$ cat src/verilog/vrs_pkg.sv
// vrs_pkg: constants, register layout and carrier types for the
// voltage reference select bank and its per-source controllers.
// assumes a 32-bit AXI4-Lite register bus and word-aligned registers.
`default_nettype none

package vrs_pkg;

    // bus geometry
    localparam int VRS_ADDR_W = 8;
    localparam int VRS_DATA_W = 32;
    localparam int VRS_IDX_LSB = 2; // byte address is four times the index

    // register indices; byte address = index * 4
    localparam logic [7:0] VRS_IDX_CONV_IN = 8'h00;
    localparam logic [7:0] VRS_IDX_RSV_A = 8'h01;
    localparam logic [7:0] VRS_IDX_CONV_OUT = 8'h02;
    localparam logic [7:0] VRS_IDX_RSV_B = 8'h03;
    localparam logic [7:0] VRS_IDX_COMPARATOR = 8'h04;
    localparam logic [7:0] VRS_IDX_STATUS = 8'h05;

    // field positions and reset values
    localparam int VRS_FORCE_ON_BIT = 7;
    localparam int VRS_LEVEL_LSB = 0;
    localparam int VRS_LEVEL_W = 3;
    localparam logic [7:0] VRS_REF_RESET = 8'h00;
    localparam logic [7:0] VRS_REF_WMASK = 8'h87;
    localparam int VRS_STAT_CONV_IN_BIT = 0;
    localparam int VRS_STAT_CONV_OUT_BIT = 1;
    localparam int VRS_STAT_COMPARATOR_BIT = 2;

    // level select codes
    localparam logic [2:0] VRS_LVL_INTERNAL_LOW = 3'h0;
    localparam logic [2:0] VRS_LVL_INTERNAL_MID = 3'h1;
    localparam logic [2:0] VRS_LVL_INTERNAL_HIGH = 3'h2;
    localparam logic [2:0] VRS_LVL_INTERNAL_TWO_HALF = 3'h3;
    localparam logic [2:0] VRS_LVL_RESERVED_A = 3'h4;
    localparam logic [2:0] VRS_LVL_SUPPLY = 3'h5;
    localparam logic [2:0] VRS_LVL_EXTERNAL_PIN = 3'h6;
    localparam logic [2:0] VRS_LVL_RESERVED_B = 3'h7;

    // bus responses
    localparam logic [1:0] VRS_RESP_OKAY = 2'h0;
    localparam logic [1:0] VRS_RESP_SLVERR = 2'h2;

    // one reference control register as software sees it
    typedef struct packed {
        logic forceOn;
        logic [3:0] spare;
        logic [2:0] levelSelect;
    } vrs_cfg_t;

    // enable plus one-hot routing toward one analog consumer
    typedef struct packed {
        logic enable;
        logic internalLowLevel;
        logic internalMidLevel;
        logic internalHighLevel;
        logic internalTwoHalfLevel;
        logic supply;
        logic externalReferencePin;
    } vrs_ref_t;

    typedef enum logic [2:0] {
        VRS_BUS_IDLE = 3'b001,
        VRS_BUS_WRESP = 3'b010,
        VRS_BUS_RRESP = 3'b100
    } vrs_bus_st_t;

    // routing of one level code; reserved codes route nothing
    function automatic vrs_ref_t vrs_route(input logic en,
                                           input logic [2:0] lvl);
        vrs_ref_t r;
        r = '0;
        r.enable = en;
        if (en) begin
            unique case (lvl)
                VRS_LVL_INTERNAL_LOW: r.internalLowLevel = 1'b1;
                VRS_LVL_INTERNAL_MID: r.internalMidLevel = 1'b1;
                VRS_LVL_INTERNAL_HIGH: r.internalHighLevel = 1'b1;
                VRS_LVL_INTERNAL_TWO_HALF: r.internalTwoHalfLevel = 1'b1;
                VRS_LVL_SUPPLY: r.supply = 1'b1;
                VRS_LVL_EXTERNAL_PIN: r.externalReferencePin = 1'b1;
                VRS_LVL_RESERVED_A, VRS_LVL_RESERVED_B: r.enable = en;
            endcase
        end
        return r;
    endfunction : vrs_route

endpackage : vrs_pkg

`default_nettype wire

$ cat src/verilog/vrs_source_ctrl.sv
// vrs_source_ctrl: enable and routing of one reference source.
// assumes request lines come from another clock domain or pins and
// that the config input is a flop of the register bank.
`timescale 1ns/1ns
`default_nettype none

module vrs_source_ctrl
    import vrs_pkg::*;
#(
    parameter int REQ_W = 1
) (
    input wire logic clk,
    input wire logic rst,
    input wire logic [REQ_W-1:0] request,
    input wire vrs_cfg_t cfg,
    output vrs_ref_t refOut
);

    typedef struct packed {
        logic [REQ_W-1:0] reqMeta;
        logic [REQ_W-1:0] reqSync;
        vrs_ref_t refOut;
    } vrs_src_state_t;

    vrs_src_state_t state_ff;
    vrs_src_state_t nxt_state;

    // sync then decide; shared sources need any one requester
    always_comb begin
        logic needed;
        needed = 1'b0;
        nxt_state = state_ff;
        nxt_state.reqMeta = request;
        nxt_state.reqSync = state_ff.reqMeta;
        needed = |state_ff.reqSync;
        nxt_state.refOut = vrs_route(cfg.forceOn | needed,
                                     cfg.levelSelect);
    end

    // single register stage for the whole state
    always_ff @(posedge clk or posedge rst) begin
        if (rst) begin
            state_ff <= '0;
        end else begin
            state_ff <= nxt_state;
        end
    end

    assign refOut = state_ff.refOut;

endmodule : vrs_source_ctrl

`default_nettype wire

$ cat src/verilog/vrs_regs.sv
// vrs_regs: voltage reference select bank behind an AXI4-Lite slave.
// assumes a single master with at most one write and one read under
// way; request inputs are asynchronous to clk.
//
// Overview of operation
// - converter-in register, force bit 7, level 2:0
// - converter-out register at index 0x02, same layout
// - shared comparator register at index 0x04
// - force off: enable source only on request
// - force on: source always enabled
// - codes 0-3 route the four internal levels
// - code 5 supply, 6 external pin; 4,7 reserved
// - consumer request switches source on automatically
`timescale 1ns/1ns
`default_nettype none

module vrs_regs
    import vrs_pkg::*;
#(
    parameter int NUM_COMPARATORS = 3
) (
    input wire logic clk,
    input wire logic rst,
    // write address channel
    input wire logic [VRS_ADDR_W-1:0] s_axi_awaddr,
    input wire logic [2:0] s_axi_awprot,
    input wire logic s_axi_awvalid,
    output logic s_axi_awready,
    // write data channel
    input wire logic [VRS_DATA_W-1:0] s_axi_wdata,
    input wire logic [3:0] s_axi_wstrb,
    input wire logic s_axi_wvalid,
    output logic s_axi_wready,
    // write response channel
    output logic [1:0] s_axi_bresp,
    output logic s_axi_bvalid,
    input wire logic s_axi_bready,
    // read address channel
    input wire logic [VRS_ADDR_W-1:0] s_axi_araddr,
    input wire logic [2:0] s_axi_arprot,
    input wire logic s_axi_arvalid,
    output logic s_axi_arready,
    // read data channel
    output logic [VRS_DATA_W-1:0] s_axi_rdata,
    output logic [1:0] s_axi_rresp,
    output logic s_axi_rvalid,
    input wire logic s_axi_rready,
    // analog consumers
    input wire logic convInRequest,
    input wire logic convOutRequest,
    input wire logic [NUM_COMPARATORS-1:0] comparatorRequest,
    output vrs_ref_t convInRef,
    output vrs_ref_t convOutRef,
    output vrs_ref_t comparatorRef
);

    // bus timing seen from the master, one write:
    // edge 0 takes address and data, readies drop
    // edge 1 commits the byte into the config flops
    // bvalid stands from edge 1 until the bready edge
    // reference outputs follow one edge after the commit
    // one read: rvalid stands from the edge that takes ar
    // no queue: a second request waits on the readies
    typedef struct packed {
        // bus sequencing and captured write halves
        vrs_bus_st_t st;
        logic awGot;
        logic wGot;
        logic [VRS_ADDR_W-1:0] wAddr;
        logic [7:0] wByte;
        logic wLane;
        // handshake and response flops driving the ports
        logic awready;
        logic wready;
        logic arready;
        logic bvalid;
        logic [1:0] bresp;
        logic rvalid;
        logic [VRS_DATA_W-1:0] rdata;
        logic [1:0] rresp;
        // software-visible configuration, one per source
        vrs_cfg_t cfgConvIn;
        vrs_cfg_t cfgConvOut;
        vrs_cfg_t cfgComparator;
    } vrs_regs_state_t;

    vrs_regs_state_t state_ff;
    vrs_regs_state_t nxt_state;
    vrs_ref_t convInRefInt;
    vrs_ref_t convOutRefInt;
    vrs_ref_t comparatorRefInt;

    // protection bits carry no meaning for this bank
    // every register sits in byte lane 0, so upper lanes and
    // upper data bits are dropped on purpose
    logic unusedProt;
    assign unusedProt = ^{s_axi_awprot, s_axi_arprot, s_axi_wstrb[3:1],
                          s_axi_wdata[VRS_DATA_W-1:8]};

    // word index of a byte address
    function automatic logic [7:0] wordIndex(
        input logic [VRS_ADDR_W-1:0] addr);
        logic [7:0] idx;
        idx = '0;
        idx[VRS_ADDR_W-VRS_IDX_LSB-1:0] = addr[VRS_ADDR_W-1:VRS_IDX_LSB];
        return idx;
    endfunction : wordIndex

    // writable and reserved-but-decoded indices answer OKAY
    function automatic logic isMapped(input logic [VRS_ADDR_W-1:0] addr);
        logic [7:0] idx;
        idx = wordIndex(addr);
        return idx <= VRS_IDX_STATUS;
    endfunction : isMapped

    // read mux; unused bits come back as stored zeros
    function automatic logic [VRS_DATA_W-1:0] readWord(
        input logic [VRS_ADDR_W-1:0] addr,
        input vrs_regs_state_t s,
        input logic [2:0] live);
        logic [VRS_DATA_W-1:0] d;
        d = '0;
        unique case (wordIndex(addr))
            VRS_IDX_CONV_IN: d[7:0] = s.cfgConvIn;
            VRS_IDX_CONV_OUT: d[7:0] = s.cfgConvOut;
            VRS_IDX_COMPARATOR: d[7:0] = s.cfgComparator;
            // status is live, taken from the enable flops
            VRS_IDX_STATUS: d[2:0] = live;
            default: d = '0;
        endcase
        return d;
    endfunction : readWord

    // bus handshakes and register writes
    always_comb begin
        logic awTake;
        logic wTake;
        logic arTake;
        logic [2:0] live;
        logic [7:0] wIdx;
        logic [7:0] masked;
        awTake = s_axi_awvalid & state_ff.awready;
        wTake = s_axi_wvalid & state_ff.wready;
        arTake = s_axi_arvalid & state_ff.arready;
        // status bits mirror the controllers' enable flops
        live = '0;
        live[VRS_STAT_CONV_IN_BIT] = convInRefInt.enable;
        live[VRS_STAT_CONV_OUT_BIT] = convOutRefInt.enable;
        live[VRS_STAT_COMPARATOR_BIT] = comparatorRefInt.enable;
        // the store works from the captured halves only
        wIdx = wordIndex(state_ff.wAddr);
        masked = state_ff.wByte & VRS_REF_WMASK;
        nxt_state = state_ff;
        unique case (state_ff.st)
            VRS_BUS_IDLE: begin
                // address and data may arrive in either order
                if (awTake) begin
                    nxt_state.awGot = 1'b1;
                    nxt_state.wAddr = s_axi_awaddr;
                end
                if (wTake) begin
                    nxt_state.wGot = 1'b1;
                    nxt_state.wByte = s_axi_wdata[7:0];
                    nxt_state.wLane = s_axi_wstrb[0];
                end
                if (arTake) begin
                    // read wins; a half-taken write waits for it
                    nxt_state.st = VRS_BUS_RRESP;
                    nxt_state.rvalid = 1'b1;
                    nxt_state.rdata = readWord(s_axi_araddr, state_ff, live);
                    nxt_state.rresp = isMapped(s_axi_araddr) ?
                        VRS_RESP_OKAY : VRS_RESP_SLVERR;
                end else if (state_ff.awGot && state_ff.wGot) begin
                    // both halves held: commit the low byte lane
                    nxt_state.st = VRS_BUS_WRESP;
                    nxt_state.bvalid = 1'b1;
                    nxt_state.bresp = isMapped(state_ff.wAddr) ?
                        VRS_RESP_OKAY : VRS_RESP_SLVERR;
                    if (state_ff.wLane) begin
                        unique case (wIdx)
                            VRS_IDX_CONV_IN:
                                nxt_state.cfgConvIn = vrs_cfg_t'(masked);
                            VRS_IDX_CONV_OUT:
                                nxt_state.cfgConvOut = vrs_cfg_t'(masked);
                            VRS_IDX_COMPARATOR:
                                nxt_state.cfgComparator =
                                    vrs_cfg_t'(masked);
                            default: begin
                                // reserved, status or unmapped word: nothing stored
                                nxt_state.bresp = nxt_state.bresp;
                            end
                        endcase
                    end
                end
            end
            VRS_BUS_WRESP: begin
                // halves are dropped only once the answer is taken
                if (s_axi_bready) begin
                    nxt_state.st = VRS_BUS_IDLE;
                    nxt_state.bvalid = 1'b0;
                    nxt_state.awGot = 1'b0;
                    nxt_state.wGot = 1'b0;
                end
            end
            VRS_BUS_RRESP: begin
                if (s_axi_rready) begin
                    nxt_state.st = VRS_BUS_IDLE;
                    nxt_state.rvalid = 1'b0;
                end
            end
        endcase
        // readies are registered, derived from where the state goes
        // a held write half blocks reads, so a store and a read
        // of the same word never overlap
        nxt_state.awready = (nxt_state.st == VRS_BUS_IDLE) &&
                            !nxt_state.awGot;
        nxt_state.wready = (nxt_state.st == VRS_BUS_IDLE) &&
                           !nxt_state.wGot;
        nxt_state.arready = (nxt_state.st == VRS_BUS_IDLE) &&
                            !nxt_state.awGot && !nxt_state.wGot;
    end

    // rst is asynchronous and loads every flop's reset value at once;
    // the first request after release needs no warm-up
    // whole state in one register; readies open after reset
    always_ff @(posedge clk or posedge rst) begin
        if (rst) begin
            state_ff <= '{st: VRS_BUS_IDLE,
                          awGot: 1'b0,
                          wGot: 1'b0,
                          wAddr: '0,
                          wByte: 8'h00,
                          wLane: 1'b0,
                          awready: 1'b1,
                          wready: 1'b1,
                          arready: 1'b1,
                          bvalid: 1'b0,
                          bresp: VRS_RESP_OKAY,
                          rvalid: 1'b0,
                          rdata: '0,
                          rresp: VRS_RESP_OKAY,
                          cfgConvIn: vrs_cfg_t'(VRS_REF_RESET),
                          cfgConvOut: vrs_cfg_t'(VRS_REF_RESET),
                          cfgComparator: vrs_cfg_t'(VRS_REF_RESET)};
        end else begin
            state_ff <= nxt_state;
        end
    end

    // bus outputs straight from the state register
    assign s_axi_awready = state_ff.awready;
    assign s_axi_wready = state_ff.wready;
    assign s_axi_arready = state_ff.arready;
    assign s_axi_bvalid = state_ff.bvalid;
    assign s_axi_bresp = state_ff.bresp;
    assign s_axi_rvalid = state_ff.rvalid;
    assign s_axi_rdata = state_ff.rdata;
    assign s_axi_rresp = state_ff.rresp;

    // requests cross two flops inside each controller, so a
    // source follows its request three edges late; force_on
    // avoids that start-up wait at the cost of standing power
    // one controller per consumer; comparators share one source
    vrs_source_ctrl #(
        .REQ_W(1)
    ) uConvIn (
        .clk(clk),
        .rst(rst),
        .request(convInRequest),
        .cfg(state_ff.cfgConvIn),
        .refOut(convInRefInt)
    );

    vrs_source_ctrl #(
        .REQ_W(1)
    ) uConvOut (
        .clk(clk),
        .rst(rst),
        .request(convOutRequest),
        .cfg(state_ff.cfgConvOut),
        .refOut(convOutRefInt)
    );

    vrs_source_ctrl #(
        .REQ_W(NUM_COMPARATORS)
    ) uComparator (
        .clk(clk),
        .rst(rst),
        .request(comparatorRequest),
        .cfg(state_ff.cfgComparator),
        .refOut(comparatorRefInt)
    );

    // consumer outputs are the controllers' own flops
    assign convInRef = convInRefInt;
    assign convOutRef = convOutRefInt;
    assign comparatorRef = comparatorRefInt;

endmodule : vrs_regs

`default_nettype wire

$ cat config.mk
export PLATFORM = sky130hd
export DESIGN_NAME = vrs_regs
export DESIGN_NICKNAME = d
export VERILOG_FILES = /design/src/verilog/vrs_pkg.sv /design/src/verilog/vrs_source_ctrl.sv /design/src/verilog/vrs_regs.sv
export SDC_FILE = /design/constraint.sdc
export NUM_CORES = 1
export LEC_CHECK = 0
export BUFFER_PORTS_ARGS = -buffer_cell sky130_fd_sc_hd__clkbuf_2
export CAP_MARGIN = 20
export CORE_MARGIN = 1.5
export CORE_UTILIZATION = 40
export CTS_CLUSTER_DIAMETER = 200
export DETAILED_ROUTE_END_ITERATION = 10
export PLACE_DENSITY_LB_ADDON = 0.1
export SYNTH_ARGS = -nofsm -noshare
export SYNTH_HDL_FRONTEND = slang
export SYNTH_HIERARCHICAL = 1
export SYNTH_SLANG_ARGS = --single-unit
$ cat constraint.sdc
create_clock -name clk -period 3.6 [get_ports clk]
set_input_delay 0.36 -clock clk [delete_from_list [all_inputs] [get_ports clk]]
set_output_delay 0.36 -clock clk [all_outputs]
set_load 0.02 [all_outputs]
==> metrics.md <==
| Metric | Value |
|---|---|
| CTS tree | `built` |
| Nets | `between 300 and 400` |
| Finish-stage setup viols | `0` |
| Inst Count DP | `~400` |
| Initial antenna violation count | `0` |
| Setup TNS | `0 ps` |
| Remaining antenna violation count | `0` |
| CTS max path bufs | `2` |
| Path type of the worst setup path | `flop to flop` |
| Tcrit/Tclk final | `0.601` |
| Routed wl met3 | `around 280 um` |
| Status | `finished, final reports clean` |
| First-pass DRT Iterations | `4` |
| Crit-path cells | `nor3b_4 -> nand4b_4 -> nor4b_4 -> mux2_2` |
| WP data arrival | `between 2000 and 2500 ps` |
| Num Clock Sinks | `70` |
| Psw | `0.000367 W` |
| Sw frac | `0.223` |
| Pin count of the biggest net entering global routing | `22` |
| Commonest non-fill, non-tap cell in the layout | `dfrtp_1` |
| Min Tclk post-route | `between 2000 and 2500 ps` |
| Worst-Skew Late Latency | `340 ps` |
| Kind of end point of the critical path | `flop` |
| Die area | `approximately 8600 um^2` |
| EDFF count, synth | `0` |
| LEAKAGE | `1.86 nW` |
| Core ar. | `between 7000 and 8000 um^2` |
| Flop pwr share | `0.486` |
| Worst EP required | `roughly 3800 ps` |
| Rel. slew slack | `0.471` |
| Worst setup SP type | `flop` |
| Final Hold Vio Count | `0` |
| DRC | `0` |
| Vias in the first global route | `roughly 1,800` |
| # fillers | `~750` |
| CP top delay family | `simple AND/OR/NAND/NOR gates` |
| Synth Warn # | `6` |
| Die W | `approximately 93 um` |
| Ranking of synthesized cells by area | `dfrtp_1 (51%), buf_4 (13%), mux2_2 (7.7%)` |
| N_diodes | `0` |
| Sequential-to-total area share from yosys stat | `0.543` |
| Synth Instances | `around 260` |
| Worst Setup Slack, final | `approximately 1400 ps` |
| Worst slew pin tran | `between 700 and 800 ps` |
| DRT met1 WL | `roughly 2600 um` |
| Synth Area per Inst | `~12 um^2` |
| RSZ-0062 raised after global routing | `no` |
| Hpwl dp | `around 4100 um` |
| Post-synthesis async set-or-reset flop share | `1.00` |
| CTS H-tree depth | `3` |
| Post-Route WL | `about 5500 um` |
| Clock transition at path regs | `~80 ps` |
| Gr usage total | `0.141` |
| Non-Filler Instances | `409` |
| I/O pin cnt | `between 100 and 150` |
| GRT overflow | `0` |
| Max-Cap Viols | `0` |
| Most frequent cells in the layout | `dfrtp_1 (66), clkbuf_2 (60), conb_1 (30), mux2_2 (22), nor2_1 (15)` |
| Effective utilization at floorplan | `0.417` |
| Top cell type's share of synthesized area | `0.510` |
| Cell taking the most area after synthesis | `dfrtp_1` |
| Vias per cell | `around 4.6` |
| Die Ht | `between 90 and 100 um` |
| Internal power | `~0.0013 W` |
| Placement Setup Slack | `around 1400 ps` |
| GP Congestion | `0.808` |
| Max Slew Vio Count | `0` |
| Buf+Inv Stages, Crit Path | `0` |
| Num CTS Buffers | `9` |
| Crit Path Max Fanout | `9` |
| Mapped Area | `3240 um^2` |
| Area of the multi-input gates | `approximately 1100 um^2` |
| Highest routed metal layer | `met4` |
| Synth-to-Final Area Change | `10.6%` |
| Hold Crit Class | `input port to flop` |
| FF/Latch Area | `~1800 um^2` |
| Slowest CP cell | `dfstp_2` |
| FF+latch count, synth | `70` |
| Power per standard cell area | `459 nW/um^2` |
| I/O Buffers | `60` |
| Clock power frac | `0.464` |
| FMAX | `around 0.46 GHz` |
| Clock Skews | `between 6 and 7 ps` |
| Gate power share | `0.050` |
| Starting DRC count in detailed routing | `63` |
| Routed WL per cell | `13.5 um` |
| Yosys cell types | `44` |
| Global-route wire length before repair | `9180 um` |
| Max incr delay on CP | `approximately 600 ps` |
| Layout cells sized above 1 | `0.378` |
| CTS Root Cell | `clkbuf_8` |
| Vias | `~1,900` |
| Met2 wire length | `roughly 2500 um` |
| VDD IR max | `between 200 and 250 uV` |
| Site Rows | `32` |
| Post-synth top flop | `dfrtp_1` |
| # resized after CTS | `0` |
-- synth_stat cells, types with 4 or more instances --
library cell,number
a21oi_1,4
buf_4,57
dfrtp_1,66
dfstp_2,4
inv_1,9
mux2_2,22
mux2i_1,7
nand2_1,13
nand2b_1,5
nor2_1,15
nor3_1,4
-- worst paths after layout --
path	endpoint	depth (start not counted)	from	slack, ps
max	state_ff[15]	4	state_ff[84]	1440
min	uComparator/nxt_state[9]	1	comparatorRequest[2]	120
max reg2reg	state_ff[15]	4	state_ff[84]	1440
min reg2reg	uComparator/state_ff[7]	0	uComparator/nxt_state[7]	350
max in group asynchronous	s_axi_wready	4	rst	2030
min in group asynchronous	uConvIn/state_ff[7]	3	rst	560
-- through the flow --
stage | cell area (um^2) | hold WS, ps | util | total power [W]
global route | 3580 | 100 | 0.461 | 0.00171
detailed placement | 3330 | 335 | 0.428 | 0.000897
CTS | 3580 | 93.2 | 0.461 | 0.00167
global placement | 3330 | 334 | 0.428 | 0.000897
finish | 3580 | 116 | 0.461 | 0.00164
floorplan | 3350 | 188 | - | 0.000899
-- cell families after synthesis --
kind of cell           count (synthesis)  synth area share
AOI/OAI and AO/OA                     28            0.0676
buffers and inverters                 71             0.151
DFF                                   70             0.543
muxes                                 29            0.0981
other                                  1           0.00116
and+or+nand+nor                       63             0.139
-- what timing repair did --
action / CTS / global route
hold buffers: 1 / 0
setup buffers: 0 / 0
endpoints found under the setup margin: 0 / 0
endpoints found under the hold margin: 8 / 0
-- registers in the layout, summed over array words and instances (netlist names), 3 cells and up --
name,flops
uComparator/nxt_state,3
uConvOut/refOut,7
state_ff,28
uConvIn/refOut,7
s_axi_rdata,4
uComparator/refOut,7
uComparator/state_ff,3
-- routing by layer --
| layer | track usage | up-vias |
|---|---|---|
| met5 | 0 | - |
| met4 | 0.0795 | 0 |
| met2 | 0.200 | 62 |
| li1 | - | 897 |
| met1 | 0.196 | 898 |
| met3 | 0.0374 | 9 |
-- power groups by stage --
stage | Combinational, W | Sequential, W | Clock [W]
floorplan | 0.0000857 | 0.000814 | 0
global placement | 0.0000816 | 0.000815 | 0
detailed placement | 0.0000822 | 0.000815 | 0
CTS | 0.0000833 | 0.000800 | 0.000791
global route | 0.0000923 | 0.000800 | 0.000822
finish | 0.0000817 | 0.000800 | 0.000763
-- area by class of cell --
type	instances	share of cell area
Clock buffer	9	0.0346
Inverter	9	0.00943
Multi-Input combinational cell	150	0.307
Timing Repair Buffer	62	0.0887
Sequential cell	70	0.491
Clock inverter	7	0.0335
Tap cell	102	0.0356
Note: power is estimated with default switching activity, not from simulation.
